### src/logic/serial_pkg.sv
// Purpose: Shared constants and types of the timer-paced serial transceiver
// Assumes: 200 MHz system clock, 8 data bits, one start and one stop bit
// Notes: Frame bit positions count from the start bit at position 0
package serial_pkg;

    // ==========================================================
    // Timing
    // ==========================================================
    localparam int CLK_FREQ_HZ = 200_000_000;
    localparam int BAUD_RATE_BPS = 9600;
    // Terminal count of one bit interval: clock rate over baud rate
    localparam int BIT_CYCLES = CLK_FREQ_HZ / BAUD_RATE_BPS;
    localparam int CNT_W = 16;

    // ==========================================================
    // Frame layout
    // ==========================================================
    localparam int DATA_W = 8;
    localparam int TX_WORD_W = 16;
    localparam int RX_BITS_W = 11;
    localparam int START_POS = 0;
    localparam int DATA_POS = 1;
    localparam int PARITY_POS = 9;
    localparam int STOP_POS_PAR = 10;
    localparam int STOP_POS_NOPAR = 9;
    localparam logic [3:0] LAST_IDX_PAR = 4'ha;
    localparam logic [3:0] LAST_IDX_NOPAR = 4'h9;
    localparam logic [3:0] IDX_RESET = 4'h0;

    // ==========================================================
    // Configuration and states
    // ==========================================================
    typedef enum logic [1:0] {
        PAR_NONE = 2'b00,
        PAR_ZERO = 2'b01,
        PAR_ODD = 2'b10,
        PAR_EVEN = 2'b11
    } parity_mode_t;

    typedef enum logic [1:0] {
        RX_IDLE = 2'b00,
        RX_BITS = 2'b01,
        RX_CHECK = 2'b10
    } rx_state_t;

    typedef enum logic [0:0] {
        TX_IDLE = 1'b0,
        TX_SEND = 1'b1
    } tx_state_t;

endpackage

### src/logic/pace_if.sv
// Purpose: Control and expiry signals between a pacing user and its counter
// Assumes: One clock domain
// Notes: start and stop are single-cycle requests; expire is a pulse
interface pace_if;
    logic start;
    logic half;
    logic stop;
    logic expire;

    modport user (output start, output half, output stop, input expire);
    modport timer (input start, input half, input stop, output expire);
endinterface

### src/logic/interval_counter.sv
// Purpose: Interval counter that pulses on each expiry and reloads itself
// Assumes: full_count is at least 2
// Notes: The first interval after start may be half a period
module interval_counter (
    // Clock and control
    input wire logic clk,
    input wire logic rst_n,
    input wire logic ce,
    // Terminal count of one full interval
    input wire logic [serial_pkg::CNT_W-1:0] full_count,
    // Pacing link
    pace_if.timer pace
);

    logic [serial_pkg::CNT_W-1:0] cnt_q;
    logic [serial_pkg::CNT_W-1:0] lim_q;
    logic run_q;
    logic hit;

    // Expiry comes straight from the count, so the user acts on the
    // terminal edge itself and each interval is exactly lim_q cycles
    assign hit = run_q && (cnt_q == lim_q - 1'b1);
    assign pace.expire = hit;

    always_ff @(posedge clk) begin
        if (!rst_n) begin
            cnt_q <= '0;
            lim_q <= '0;
            run_q <= 1'b0;
        end else if (ce) begin
            if (pace.start) begin
                cnt_q <= '0;
                run_q <= 1'b1;
                lim_q <= pace.half ? (full_count >> 1) : full_count;
            end else if (pace.stop) begin
                run_q <= 1'b0;
            end else if (hit) begin
                cnt_q <= '0;
                lim_q <= full_count;
            end else if (run_q) begin
                cnt_q <= cnt_q + 1'b1;
            end
        end
    end

endmodule // interval_counter

### src/logic/line_sampler.sv
// Purpose: Two-stage synchroniser for the receive pin with edge detection
// Assumes: Pin is asynchronous to clk
// Notes: Edges are taken from the second stage only
module line_sampler (
    // Clock and control
    input wire logic clk,
    input wire logic rst_n,
    input wire logic ce,
    // Pin and synchronised results
    input wire logic pin,
    output logic level,
    output logic rise,
    output logic fall
);

    logic meta_q;
    logic sync_q;
    logic prev_q;

    always_ff @(posedge clk) begin
        if (!rst_n) begin
            meta_q <= 1'b0;
            sync_q <= 1'b0;
            prev_q <= 1'b0;
        end else if (ce) begin
            meta_q <= pin;
            sync_q <= meta_q;
            prev_q <= sync_q;
        end
    end

    assign level = sync_q;
    assign rise = sync_q & ~prev_q;
    assign fall = ~sync_q & prev_q;

endmodule // line_sampler

### src/logic/serial_transceiver.sv
// Purpose: Timer-paced asynchronous serial transmitter and receiver
// Assumes: Configuration inputs are held stable while a frame is in flight
// Notes: Bit period is a parameter so a simulation can shorten it

// Summary of operation
// Reception begins on the configured valid edge of the receive line.
// Interval terminal count equals clock frequency divided by baud rate.
// Start bit sampled half a bit period after the start edge.
// Samples after the start bit are one full bit period apart.
// Each sampled level is stored in order in the receive register.
// After stop bit, flag framing error and, if enabled, parity mismatch.
// Without error, extract 8-bit character per order and polarity, deliver.
// Transmit word: start, 8 data, optional parity, stop from bit 0.
// Transmit word follows bit order, parity mode and line polarity.
// Each transmit interval expiry drives the next word bit, from bit 0.
// Character done once stop bit held one period; completion reported.
// Transmit and receive use two independent interval counters.
// Configuring party selects exactly one option per configurable item.
// Tx idles high, rx starts on rise; inverted polarity flips both.
// Inverted polarity complements received bits before any check.
// Odd parity makes ones odd, even makes even, zero mode sends 0.
// Without parity the stop bit directly follows the eighth data bit.
module serial_transceiver #(
    parameter int BIT_CYCLES = serial_pkg::BIT_CYCLES
) (
    // Clock, reset and clock enable
    input wire logic clk,
    input wire logic rst_n,
    input wire logic ce,
    // Configuration
    input wire logic msb_first,
    input wire logic [1:0] parity_mode,
    input wire logic invert,
    // Serial pins
    input wire logic receive_line,
    output logic transmit_line,
    // Transmit request
    input wire logic tx_valid,
    input wire logic [serial_pkg::DATA_W-1:0] tx_data,
    output logic tx_ready,
    output logic tx_done,
    // Receive results
    output logic [serial_pkg::DATA_W-1:0] rx_data,
    output logic rx_valid,
    output logic rx_framing_err,
    output logic rx_parity_err,
    output logic rx_busy
);

    // ==========================================================
    // Helpers
    // ==========================================================
    function automatic logic [7:0] order_bits(input logic [7:0] d,
                                              input logic msb);
        logic [7:0] r;
        r = d;
        if (msb) begin
            for (int i = 0; i < 8; i++) begin
                r[i] = d[7 - i];
            end
        end
        return r;
    endfunction

    // Parity bit for a character under the given mode
    function automatic logic parity_of(input logic [7:0] d,
                                       input logic [1:0] mode);
        logic p;
        p = 1'b0;
        case (mode)
            serial_pkg::PAR_ODD: p = ~^d;
            serial_pkg::PAR_EVEN: p = ^d;
            default: p = 1'b0;
        endcase
        return p;
    endfunction

    // ==========================================================
    // Shared decode
    // ==========================================================
    logic par_en;
    logic idle_level;
    logic [3:0] last_idx;
    logic [serial_pkg::CNT_W-1:0] full_count;

    assign par_en = (parity_mode != serial_pkg::PAR_NONE);
    assign idle_level = ~invert;
    assign last_idx = par_en ? serial_pkg::LAST_IDX_PAR
                             : serial_pkg::LAST_IDX_NOPAR;
    assign full_count = serial_pkg::CNT_W'(BIT_CYCLES);

    // ==========================================================
    // Interval counters
    // ==========================================================
    pace_if tx_pace ();
    pace_if rx_pace ();

    interval_counter u_tx_timer (
        .clk(clk),
        .rst_n(rst_n),
        .ce(ce),
        .full_count(full_count),
        .pace(tx_pace.timer)
    );

    interval_counter u_rx_timer (
        .clk(clk),
        .rst_n(rst_n),
        .ce(ce),
        .full_count(full_count),
        .pace(rx_pace.timer)
    );

    // ==========================================================
    // Receive pin
    // ==========================================================
    logic rx_level;
    logic rx_rise;
    logic rx_fall;

    line_sampler u_rx_pin (
        .clk(clk),
        .rst_n(rst_n),
        .ce(ce),
        .pin(receive_line),
        .level(rx_level),
        .rise(rx_rise),
        .fall(rx_fall)
    );

    // ==========================================================
    // Receiver
    // ==========================================================
    serial_pkg::rx_state_t rx_state_q;
    serial_pkg::rx_state_t rx_state_d;
    logic [serial_pkg::RX_BITS_W-1:0] rx_bits_q;
    logic [3:0] rx_idx_q;
    logic [serial_pkg::DATA_W-1:0] rx_data_q;
    logic rx_valid_q;
    logic rx_ferr_q;
    logic rx_perr_q;
    logic rx_busy_q;

    logic start_edge_detect;
    logic rx_go;
    logic rx_last;
    logic [serial_pkg::RX_BITS_W-1:0] rx_frame;
    logic [7:0] rx_raw;
    logic rx_stop_bit;
    logic rx_par_bit;
    logic rx_ferr;
    logic rx_perr;

    assign start_edge_detect = invert ? rx_fall : rx_rise;
    assign rx_go = (rx_state_q == serial_pkg::RX_IDLE) && start_edge_detect;
    assign rx_last = rx_pace.expire && (rx_idx_q == last_idx);

    // Half period first, then full periods by reload
    assign rx_pace.start = rx_go;
    assign rx_pace.half = 1'b1;
    assign rx_pace.stop = rx_last;

    assign rx_frame = invert ? ~rx_bits_q : rx_bits_q;
    assign rx_raw = rx_frame[serial_pkg::DATA_POS +: 8];
    assign rx_par_bit = rx_frame[serial_pkg::PARITY_POS];
    assign rx_stop_bit = par_en ? rx_frame[serial_pkg::STOP_POS_PAR]
                                : rx_frame[serial_pkg::STOP_POS_NOPAR];
    assign rx_ferr = ~rx_stop_bit;
    assign rx_perr = par_en &&
                     (rx_par_bit != parity_of(rx_raw, parity_mode));

    always_comb begin
        rx_state_d = rx_state_q;
        case (rx_state_q)
            serial_pkg::RX_IDLE: begin
                if (rx_go) begin
                    rx_state_d = serial_pkg::RX_BITS;
                end
            end
            serial_pkg::RX_BITS: begin
                if (rx_last) begin
                    rx_state_d = serial_pkg::RX_CHECK;
                end
            end
            serial_pkg::RX_CHECK: rx_state_d = serial_pkg::RX_IDLE;
            default: rx_state_d = serial_pkg::RX_IDLE;
        endcase
    end

    always_ff @(posedge clk) begin
        if (!rst_n) begin
            rx_state_q <= serial_pkg::RX_IDLE;
            rx_idx_q <= serial_pkg::IDX_RESET;
            rx_bits_q <= '0;
        end else if (ce) begin
            rx_state_q <= rx_state_d;
            if (rx_go) begin
                rx_idx_q <= serial_pkg::IDX_RESET;
                rx_bits_q <= '0;
            end else if (rx_state_q == serial_pkg::RX_BITS &&
                         rx_pace.expire) begin
                rx_bits_q[rx_idx_q] <= rx_level;
                rx_idx_q <= rx_idx_q + 1'b1;
            end
        end
    end

    always_ff @(posedge clk) begin
        if (!rst_n) begin
            rx_data_q <= '0;
            rx_valid_q <= 1'b0;
            rx_ferr_q <= 1'b0;
            rx_perr_q <= 1'b0;
            rx_busy_q <= 1'b0;
        end else if (ce) begin
            rx_valid_q <= 1'b0;
            rx_ferr_q <= 1'b0;
            rx_perr_q <= 1'b0;
            rx_busy_q <= (rx_state_d != serial_pkg::RX_IDLE);
            if (rx_state_q == serial_pkg::RX_CHECK) begin
                rx_ferr_q <= rx_ferr;
                rx_perr_q <= rx_perr;
                if (!rx_ferr && !rx_perr) begin
                    rx_data_q <= order_bits(rx_raw, msb_first);
                    rx_valid_q <= 1'b1;
                end
            end
        end
    end

    assign rx_data = rx_data_q;
    assign rx_valid = rx_valid_q;
    assign rx_framing_err = rx_ferr_q;
    assign rx_parity_err = rx_perr_q;
    assign rx_busy = rx_busy_q;

    // ==========================================================
    // Transmitter
    // ==========================================================
    serial_pkg::tx_state_t tx_state_q;
    logic [serial_pkg::TX_WORD_W-1:0] tx_word_q;
    logic [serial_pkg::TX_WORD_W-1:0] tx_word_d;
    logic [3:0] tx_idx_q;
    logic tx_line_q;
    logic tx_ready_q;
    logic tx_done_q;
    logic [7:0] tx_ordered;
    logic tx_take;
    logic tx_end;

    assign tx_take = (tx_state_q == serial_pkg::TX_IDLE) && tx_ready_q &&
                     tx_valid;
    assign tx_end = (tx_state_q == serial_pkg::TX_SEND) &&
                    tx_pace.expire && (tx_idx_q == last_idx);
    assign tx_ordered = order_bits(tx_data, msb_first);

    // Unused upper bits hold the stop level so the line stays idle
    always_comb begin
        tx_word_d = {serial_pkg::TX_WORD_W{1'b1}};
        tx_word_d[serial_pkg::START_POS] = 1'b0;
        tx_word_d[serial_pkg::DATA_POS +: 8] = tx_ordered;
        if (par_en) begin
            tx_word_d[serial_pkg::PARITY_POS] =
                parity_of(tx_data, parity_mode);
        end
        if (invert) begin
            tx_word_d = ~tx_word_d;
        end
    end

    assign tx_pace.start = tx_take;
    assign tx_pace.half = 1'b0;
    assign tx_pace.stop = tx_end;

    always_ff @(posedge clk) begin
        if (!rst_n) begin
            tx_state_q <= serial_pkg::TX_IDLE;
            tx_word_q <= '0;
            tx_idx_q <= serial_pkg::IDX_RESET;
            tx_line_q <= 1'b1;
            tx_ready_q <= 1'b0;
            tx_done_q <= 1'b0;
        end else if (ce) begin
            tx_done_q <= 1'b0;
            case (tx_state_q)
                serial_pkg::TX_IDLE: begin
                    tx_line_q <= idle_level;
                    tx_ready_q <= 1'b1;
                    if (tx_take) begin
                        tx_word_q <= tx_word_d;
                        tx_idx_q <= serial_pkg::IDX_RESET;
                        tx_line_q <= tx_word_d[0];
                        tx_ready_q <= 1'b0;
                        tx_state_q <= serial_pkg::TX_SEND;
                    end
                end
                serial_pkg::TX_SEND: begin
                    if (tx_end) begin
                        tx_line_q <= idle_level;
                        tx_done_q <= 1'b1;
                        tx_ready_q <= 1'b1;
                        tx_state_q <= serial_pkg::TX_IDLE;
                    end else if (tx_pace.expire) begin
                        tx_idx_q <= tx_idx_q + 1'b1;
                        tx_line_q <= tx_word_q[tx_idx_q + 1'b1];
                    end
                end
                default: tx_state_q <= serial_pkg::TX_IDLE;
            endcase
        end
    end

    assign transmit_line = tx_line_q;
    assign tx_ready = tx_ready_q;
    assign tx_done = tx_done_q;

endmodule // serial_transceiver

### config.mk
export PLATFORM = sky130hd
export DESIGN_NAME = serial_transceiver
export DESIGN_NICKNAME = d
export VERILOG_FILES = /design/src/logic/serial_pkg.sv /design/src/logic/pace_if.sv /design/src/logic/interval_counter.sv /design/src/logic/line_sampler.sv /design/src/logic/serial_transceiver.sv
export SDC_FILE = /design/constraint.sdc
export NUM_CORES = 1
export LEC_CHECK = 0
export ABC_AREA = 1
export BUFFER_PORTS_ARGS = -buffer_cell sky130_fd_sc_hd__buf_2
export CAP_MARGIN = 10
export CORE_ASPECT_RATIO = 0.75
export CORE_MARGIN = 2
export CORE_UTILIZATION = 65
export DETAILED_ROUTE_END_ITERATION = 16
export HOLD_SLACK_MARGIN = 0.06
export PLACE_DENSITY_LB_ADDON = 0.1
export SETUP_SLACK_MARGIN = 0.4
export SYNTH_ARGS = -nofsm -noshare
export SYNTH_HDL_FRONTEND = slang
export SYNTH_HIERARCHICAL = 1
export SYNTH_SLANG_ARGS = --single-unit
### constraint.sdc
create_clock -name clk -period 4.7 [get_ports clk]
set_clock_uncertainty 0.2 [all_clocks]
set_input_delay 0.94 -clock clk [delete_from_list [all_inputs] [get_ports clk]]
set_output_delay 0.94 -clock clk [all_outputs]
set_load 0.03 [all_outputs]
-- Yosys cells after proc, flatten, opt, wreduce, memory -nomap -nowiden
Cells that the tools add are included.
- bits in registers: 122
- bits in writable memories: 0
- memory bits (read-only): 0
- memories: 0
- latch bits: 0
- output and inout port bits: 15
- bitwise gates (word level): 9
- reduce and logical (&&, ||, !) cells: 39
- multiplexer cells: 60
- $mul: 0
- shift operators: 0
- order comparisons: 3
- divide/modulo/power cells: 0
- eq/ne operators: 16
- $add $sub $neg: 6
- operators with widths (kind ; number):
    $mux 16 ; 15
    $mux 11 ; 3
    $add 16x1->16 const B ; 2
    $eq 16x16->1 ; 2
    $sub 16x1->16 const B ; 2
    $mux 1 ; 22
    $mux 4 ; 5
    $reduce_and 3->1 ; 6
    $mux 8 ; 2
    $not 16->16 ; 1
    $reduce_xnor 8->1 ; 2
    $reduce_xor 8->1 ; 2
    $reduce_bool 2->1 ; 7
    $logic_and 1x1->1 ; 12
    $bwmux 11 ; 1
    $not 11->11 ; 1
    $lt 4x5->1 const B ; 2
    $ne 2x2->1 const B ; 5
    $pmux 1 s2 ; 5
    $reduce_and 2->1 ; 5
    $add 4x1->4 const B ; 2
    $eq 4x4->1 ; 2
    $pmux 4 s2 ; 1
    $eq 2x2->1 const B ; 3
    15 further kinds ; 23

-- Longest topological paths before layout
Gate-level depths: netlist (run 1).
- depth after elaboration: 10
- gate-level depth with buffers: 25
- mapped depth without buffers: 25

-- Cells and area by module
The synthesis (run 1) kept the hierarchy.
- by module, submodules not included (module ; times used ; area each (µm²) ; cells an instance):
    interval_counter ; 2 ; 2312.2 ; 381
    serial_transceiver ; 1 ; 3026.7 ; 457
    line_sampler ; 1 ; 130.1 ; 21

-- Least setup slack after synthesis (run 1)
OpenSTA, ideal clock, no wires.
- path kind: reg2reg
- from: register u_tx_timer/lim_q[0] (netlist bit)
- to: register u_tx_timer/cnt_q[15] (netlist bit)
- period minus slack after synthesis: 3023 ps
- cell stages (with the launch flop): 23
- setup slack: 1677 ps
- arrival: 2709 ps
- buffers on the path: 0
- data required time: 4385 ps
- cells stage by stage: dfxtp_1 > inv_1 > ha_1 > nand2_2 > nor2_4 > nand2_1 > nand2_1 > nand2_1 > nand3_1 > nor2_2 > nand3_2 > inv_1 > inv_1 > nor4_1 > nand2_1 > inv_1 > nand3b_1 > nand2_1 > inv_1 > nor4_1 > nand4_1 > xor2_1 > nor2_1
- cells in the longest elaborated chain, start to end: 7
- elaborated cells between the ends (all ways): 11
- ends and longest elaborated chain (what ; line ; source):
    start, declared ; interval_counter.sv:16 ; logic [serial_pkg::CNT_W-1:0] lim_q;
    start signal, assigned ; interval_counter.sv:34 ; lim_q <= pace.half ? (full_count >> 1) : full_count;
    start signal, assigned ; interval_counter.sv:39 ; lim_q <= full_count;
    $sub 16x1->16 ; interval_counter.sv:22 ; assign hit = run_q && (cnt_q == lim_q - 1'b1);
    $eq 16x16->1 ; interval_counter.sv:22 ;
    $logic_and 1x1->1 ; interval_counter.sv:22 ;
    via tx_pace.expire ; pace_if.sv:8 ; logic expire;
    $logic_and 1x1->1 ; serial_transceiver.sv:253 ; assign tx_end = (tx_state_q == serial_pkg::TX_SEND) &&
    $logic_and 1x1->1 ; serial_transceiver.sv:254 ; tx_pace.expire && (tx_idx_q == last_idx);
    via tx_end ; serial_transceiver.sv:249 ; logic tx_end;
    $ne 2x2->1 (no line) ; - ;
    $reduce_and 3->1 (no line) ; - ;
    end signal, assigned ; interval_counter.sv:41 ; cnt_q <= cnt_q + 1'b1;
    end, declared ; interval_counter.sv:15 ; logic [serial_pkg::CNT_W-1:0] cnt_q;
The timed path passes the listed nets, and every way through them passes these cells. The select of a mux whose other input is x is not followed.
A chain may end at the register's enable or synchronous reset.

-- Worst setup path after layout (run 1)
Ends and elaborated chain as after synthesis.

==> results of run 1 <==
-- final cells by class --
cell class / count / area [um2] / area share
Inverter: 156 / 585.6 / 0.06754
Sequential cell: 116 / 2322 / 0.2679
Timing Repair Buffer: 32 / 162.7 / 0.01876
Clock buffer: 21 / 460.4 / 0.05311
Multi-Input combinational cell: 982 / 4831 / 0.5572
Tap cell: 162 / 202.7 / 0.02338
Clock inverter: 11 / 105.1 / 0.01212
-- power by group --
part           total (uW)  leakage, uW  switching, uW  internal [uW]
Clock                1230     0.000265            473            755
Sequential           1030     0.000938           22.6           1010
Combinational         369      0.00312            246            123
-- routing by layer --
layer | global-route usage | vias up | routed length, um
met5 | 0 | - | 0
met2 | 0.4772 | 205 | 7813
li1 | - | 3946 | -
met3 | 0.05700 | 21 | 897
met4 | 0.08101 | 0 | 201
met1 | 0.3774 | 3291 | 8473
-- state kept, by name (all words and copies together), names as in the netlist, 8 cells and up --
| register | count |
|---|---|
| u_rx_timer/lim_q | 16 |
| u_tx_timer/cnt_q | 16 |
| u_rx_timer/cnt_q | 16 |
| rx_bits_q | 10 |
| rx_data | 8 |
| u_tx_timer/lim_q | 16 |
| tx_word_q | 11 |
-- through the flow --
step,total power (uW),setup WS [ns]
floorplan,1345,1.677
global placement,1400,1.169
detailed placement,1407,1.087
CTS,2631,1.077
global route,2737,0.6387
finish,2624,1.039
-- critical path, stage by stage (launching register included) --
cell      delay (ns)
dfxtp_1         0.31
inv_1           0.11
ha_1            0.26
nand2_2         0.14
nor2_4          0.16
nand2_1         0.08
nand2_1         0.07
nand2_1         0.04
nand3_1         0.10
nor2_2          0.06
nand3_2         0.10
inv_1           0.05
inv_1           0.07
nor4_1          0.05
nand2_1         0.17
inv_1           0.10
nand3b_1        0.16
nand2_1         0.27
inv_1           0.17
nor4_1          0.47
nand4_1         0.17
xor2_1          0.17
nor2_1          0.05
-- cell families after synthesis --
family                   Yosys count  synth area share
flip-flops                       116            0.2984
adder cells (fa/ha/maj)            9           0.01447
XOR/XNOR                          76           0.08651
buffers and inverters            188            0.1029
other                              2         0.0009651
AO/OA/AOI/OAI                    135           0.09198
AND/OR/NAND/NOR                  713            0.4034
multiplexers                       1          0.001286
-- path summary, 6_finish.rpt --
check | slack, ns | from | end | cells past startpoint
setup / recovery | 1.04 | u_tx_timer/lim_q[0] | u_tx_timer/cnt_q[15] | 22
hold / removal | 0.27 | rx_parity_err | rx_parity_err | 2
setup reg to reg | 1.04 | u_tx_timer/lim_q[0] | u_tx_timer/cnt_q[15] | 22
hold reg to reg | 0.27 | rx_parity_err | rx_parity_err | 2
-- synth_stat cells, types with 6 or more instances --
master / count / area (um2)
nor2_1: 192 / 720.7
nor3_1: 15 / 75.07
dfxtp_1: 116 / 2322
xor2_1: 51 / 446.7
nand3_1: 53 / 265.3
inv_1: 149 / 559.3
ha_1: 9 / 112.6
nand4_1: 13 / 81.33
clkbuf_1: 12 / 45.04
nor2_2: 20 / 125.1
inv_2: 6 / 22.52
nand3b_1: 9 / 67.56
buf_6: 9 / 101.4
nand2_1: 342 / 1284
nand2_2: 45 / 281.5
buf_2: 8 / 40.04
o21ai_0: 75 / 375.4
a21oi_1: 42 / 210.2
xnor2_1: 24 / 210.2
==> impl_metrics.env, run 1 <==
export IMPL_endpoint_kind="register"
export IMPL_ctsLongestPathBuffers=2
export IMPL_antenna_found_initial=0
export IMPL_setup_viol=0
export IMPL_rsz0062_at_grt="no"
export IMPL_rows=34
export IMPL_fp_dieArea_um2=12870
export IMPL_wirelength_um=17390
export IMPL_grt_pass1_vias=6953
export IMPL_critPathLaunchType="register"
export IMPL_grt_max_degree=63
export IMPL_wl_per_cell_um=11.75
export IMPL_status="completed"
export IMPL_maxSlewHeadroom=0.4061
export IMPL_holdWs_ns=0.2673
export IMPL_drc=0
export IMPL_ctsResizeCount=0
export IMPL_min_path_type="register to register"
export IMPL_via_count=7463
export IMPL_placed_area_um2=8104
export IMPL_mostFrequentLayoutCell="nand2_1"
export IMPL_p_leak_uw=0.004321
export IMPL_cts_buffers=17
export IMPL_ios=32
export IMPL_worst_setup_path_type="register to register"
export IMPL_required_ns=4.79
export IMPL_drt_iter0_drc=447
export IMPL_overflow=0
export IMPL_maxCapViolCount=0
export IMPL_arrival_ns=3.75
export IMPL_seq_area_frac_synth=0.2984
export IMPL_final_core_util=0.7438
export IMPL_synth_ff_type="dfxtp_1"
export IMPL_tightest_slew_ns=0.8876
export IMPL_ir_drop_v=0.0003321
export IMPL_port_buffers=31
export IMPL_cts_tree="yes"
export IMPL_synth_area_um2=7781
export IMPL_clkTransAtPathRegs_ns=0.05
export IMPL_yosys_warnings=6
export IMPL_post_cts_buffers=0
export IMPL_p_per_area_nw_per_um2=302.7
export IMPL_final_cell_mix="nand2_1 (342), nor2_1 (192), inv_1 (149), dfxtp_1 (116), o21ai_0 (75)"
export IMPL_synth_async_reset_ratio=0
export IMPL_antenna_cells=0
export IMPL_period_needed_ns=3.661
export IMPL_drive_above_1_share=0.1138
export IMPL_grt_first_pass_wirelength_um=30220
export IMPL_gp_congestion=0.9151
export IMPL_cts_root_buf="clkbuf_16"
export IMPL_nFillCells=983
export IMPL_fin_setup_tns_ns=0
export IMPL_core_um2=11660
export IMPL_finalInstanceArea_um2=8670
export IMPL_insertion_delay_ns=0.41
export IMPL_cts_hold_buf=0
export IMPL_vias_per_cell=5.043
export IMPL_fmax_mhz=273.2
export IMPL_stdcell_count=1480
export IMPL_h_tree_depth=4
export IMPL_hpwl_um=12180
export IMPL_ant_nets=0
export IMPL_die_w_um=130.3
export IMPL_first_pass_iters=5
export IMPL_area_growth_syn_to_layout_pct=11.42
export IMPL_crit_fanout=8
export IMPL_drv_slew=0
export IMPL_track_usage=0.2859
export IMPL_dp_cells=1448
export IMPL_syn_inst=1240
export IMPL_final_net_count=1331
export IMPL_finalHoldViolations=0
export IMPL_die_h_um=98.76
export IMPL_cts_num_sinks=116
export IMPL_start_util=0.6676
export IMPL_synth_avg_cell_area_um2=6.275
export IMPL_synth_distinct_cells=43
export IMPL_synth_edff_count=0
export IMPL_min_period_over_period=0.7789
export IMPL_ys_ff_latch=116
Power figures use the tool's default switching activity.
==> run 2, diff against run 1 <==
CORE_UTILIZATION = 57   (was 65)
clock period = 2.95 ns   (was 4.7 ns; I/O delays follow)
==> impl_metrics.env, run 2 (synthesis results as in run 1) <==
export IMPL_post_place_ws_ns=-0.05235
export IMPL_wirelength_um=22300
export IMPL_gp_congestion=0.9057
export IMPL_setup_slack_ns=-0.06497
export IMPL_cts_num_sinks=116
export IMPL_drt_iter0_drc=483
export IMPL_antenna_found_initial=0
export IMPL_endpoint_kind="register"
export IMPL_p_switching_uw=1266
export IMPL_swShare=0.2858
export IMPL_core_um2=13150
export IMPL_met3_usage=0.05454
export IMPL_tightest_slew_ns=0.9183
export IMPL_mostFrequentLayoutCell="nand2_1"
export IMPL_grtUsageMet1=0.3812
export IMPL_drv_slew=0
export IMPL_path_cells="inv_2 -> ha_4 -> inv_2 -> nand2_1 -> nand2_1 -> nor2_1 -> nand3_1 -> nor2_1 -> nand2_1 -> nor2_2 -> nand3_2 -> inv_2 -> inv_2 -> nor4_4 -> nand2_1 -> inv_1 -> nand3b_1 -> nand2_4 -> nand2_4 -> buf_12 -> nand2_1 -> nand2_1 -> nor2_1"
export IMPL_grt_busiest_layer="met2"
export IMPL_placed_area_um2=8446
export IMPL_final_net_count=1415
export IMPL_holdWs_ns=0.2624
export IMPL_r2r_start="u_tx_timer/lim_q[1]"
export IMPL_path_common_cell="nand2_1"
export IMPL_drive_above_1_share=0.2455
export IMPL_wl_per_cell_um=14.18
export IMPL_p_leak_uw=0.004947
export IMPL_cts_buffers=17
export IMPL_antenna_cells=0
export IMPL_critPathBufInv=6
export IMPL_final_cell_mix="nand2_1 (315), nor2_1 (161), inv_1 (134), dfxtp_1 (107), o21ai_0 (72)"
export IMPL_die_h_um=105.2
export IMPL_grt_max_degree=34
export IMPL_rows=36
export IMPL_final_core_util=0.7736
export IMPL_arrival_ns=3.12
export IMPL_violations="setup timing"
export IMPL_cts_hold_buf=0
export IMPL_die_w_um=138.9
export IMPL_min_from="tx_idx_q[3]"
export IMPL_grt_pass1_vias=7360
export IMPL_insertion_delay_ns=0.42
export IMPL_p_clk_frac=0.453
export IMPL_h_tree_depth=4
export IMPL_nFillCells=964
export IMPL_cts_tree="yes"
export IMPL_cts_root_buf="clkbuf_16"
export IMPL_first_pass_iters=5
export IMPL_r2r_end="u_tx_timer/lim_q[3]"
export IMPL_vias_per_cell=5.218
export IMPL_min_to="tx_idx_q[3]"
export IMPL_min_period_over_period=1.022
export IMPL_required_ns=3.06
export IMPL_p_per_area_nw_per_um2=435.5
export IMPL_area_growth_syn_to_layout_pct=30.76
export IMPL_clkTransAtPathRegs_ns=0.05
export IMPL_maxSlewHeadroom=0.3855
export IMPL_ios=32
export IMPL_ctsLongestPathBuffers=2
export IMPL_holdPathStages=2
export IMPL_cpMaxStageDelayCell="dfxtp_2"
export IMPL_drc=0
export IMPL_rsz0062_at_grt="yes"
export IMPL_track_usage=0.2865
export IMPL_fmax_mhz=331.7
export IMPL_ir_drop_v=0.0004178
export IMPL_hpwl_um=13300
export IMPL_overflow=0
export IMPL_power_frac_comb=0.176
export IMPL_finalHoldViolations=0
export IMPL_grt_first_pass_wirelength_um=34440
export IMPL_critPathLaunchType="register"
export IMPL_start_util=0.5916
export IMPL_status="finished, violations left"
export IMPL_crit_fanout=12
export IMPL_met2_usage=0.4722
export IMPL_power_frac_seq=0.371
export IMPL_min_path_type="register to register"
export IMPL_max_stage_delay_ns=0.35
export IMPL_port_buffers=31
export IMPL_r2r_cells=23
export IMPL_ant_nets=0
export IMPL_finalInstanceArea_um2=10170
export IMPL_via_count=8203
export IMPL_path_delay_family="simple AND/OR/NAND/NOR gates"
export IMPL_fp_dieArea_um2=14610
export IMPL_setup_viol=22
export IMPL_period_needed_ns=3.015
export IMPL_internal_power_uw=3165
export IMPL_r2r_slack_ns=-0.06
export IMPL_worst_setup_path_type="register to register"
export IMPL_maxCapViolCount=0
-- run 2: cell count changes in the layout (fill, tap and decap cells not counted), moves of 9 or more --
cell,delta
nor2_4,+19
buf_4,+45
nor2_1,-31
dfxtp_1,-9
nor2_2,+12
nand2_4,+14
dfxtp_2,+9
buf_6,+25
nand2_1,-27
inv_1,-15
nand2_2,+10
inv_2,+11
-- run 2: worst max-delay path by stage --
stage	start	endpoint	slack, ns	cells past startpoint
4_1_cts	u_tx_timer/lim_q[1]	u_tx_timer/cnt_q[13]	0.05	24
5_1_grt	u_tx_timer/lim_q[1]	u_tx_timer/lim_q[14]	-0.28	23
6_report	u_tx_timer/lim_q[1]	u_tx_timer/lim_q[3]	-0.06	23
3_5_place_dp	u_tx_timer/lim_q[0]	u_tx_timer/cnt_q[15]	-0.05	22
3_3_place_gp	u_tx_timer/lim_q[1]	u_tx_timer/cnt_q[6]	0.005	24
2_1_floorplan	u_tx_timer/lim_q[0]	u_tx_timer/cnt_q[6]	0.26	24
-- run 2: routing by layer --
| metal | share of wire | vias to the layer above |
|---|---|---|
| met5 | 0 | - |
| li1 | - | 4111 |
| met1 | 0.44 | 3746 |
| met4 | 0.033 | 0 |
| met2 | 0.47 | 287 |
| met3 | 0.058 | 59 |
-- run 2: final cells by class --
type	instances	area, um2	area share
flip-flops and latches	116	2333	0.2293
multi-input cells	984	5426	0.5333
inverters	156	598.1	0.05878
clock inverters	10	107.6	0.01058
repair buffers	114	1035	0.1017
well taps	171	214.0	0.02103
clock buffers	21	460.4	0.04525
-- run 2: power groups by stage --
stage / clock network (uW) / registers, uW / logic [uW]
finish: 2010 / 1640 / 778
global route: 2090 / 1650 / 858
CTS: 2020 / 1640 / 689
detailed placement: 0 / 1670 / 609
global placement: 0 / 1670 / 602
floorplan: 0 / 1670 / 483
-- run 2: repair_timing --
action,CTS,global route
gates cloned,5,1
endpoints found under the setup margin,71,86
pin swaps,40,36
setup buffers,34,15
gates resized for setup,71,101
-- run 2: worst min-delay path, cell delays in order (launching register included) --
cell and delay, ns:
dfxtp_1 0.31, nand2_1 0.06, a21oi_1 0.05
-- run 2: stage by stage --
step | TNS [ns] | power, uW | std cells
finish | -0.3684 | 4432 | 1572
global placement | 0 | 2270 | 1486
detailed placement | -0.1495 | 2277 | 1486
floorplan | 0 | 2150 | 1286
global route | -11.31 | 4594 | 1572
CTS | 0 | 4349 | 1556
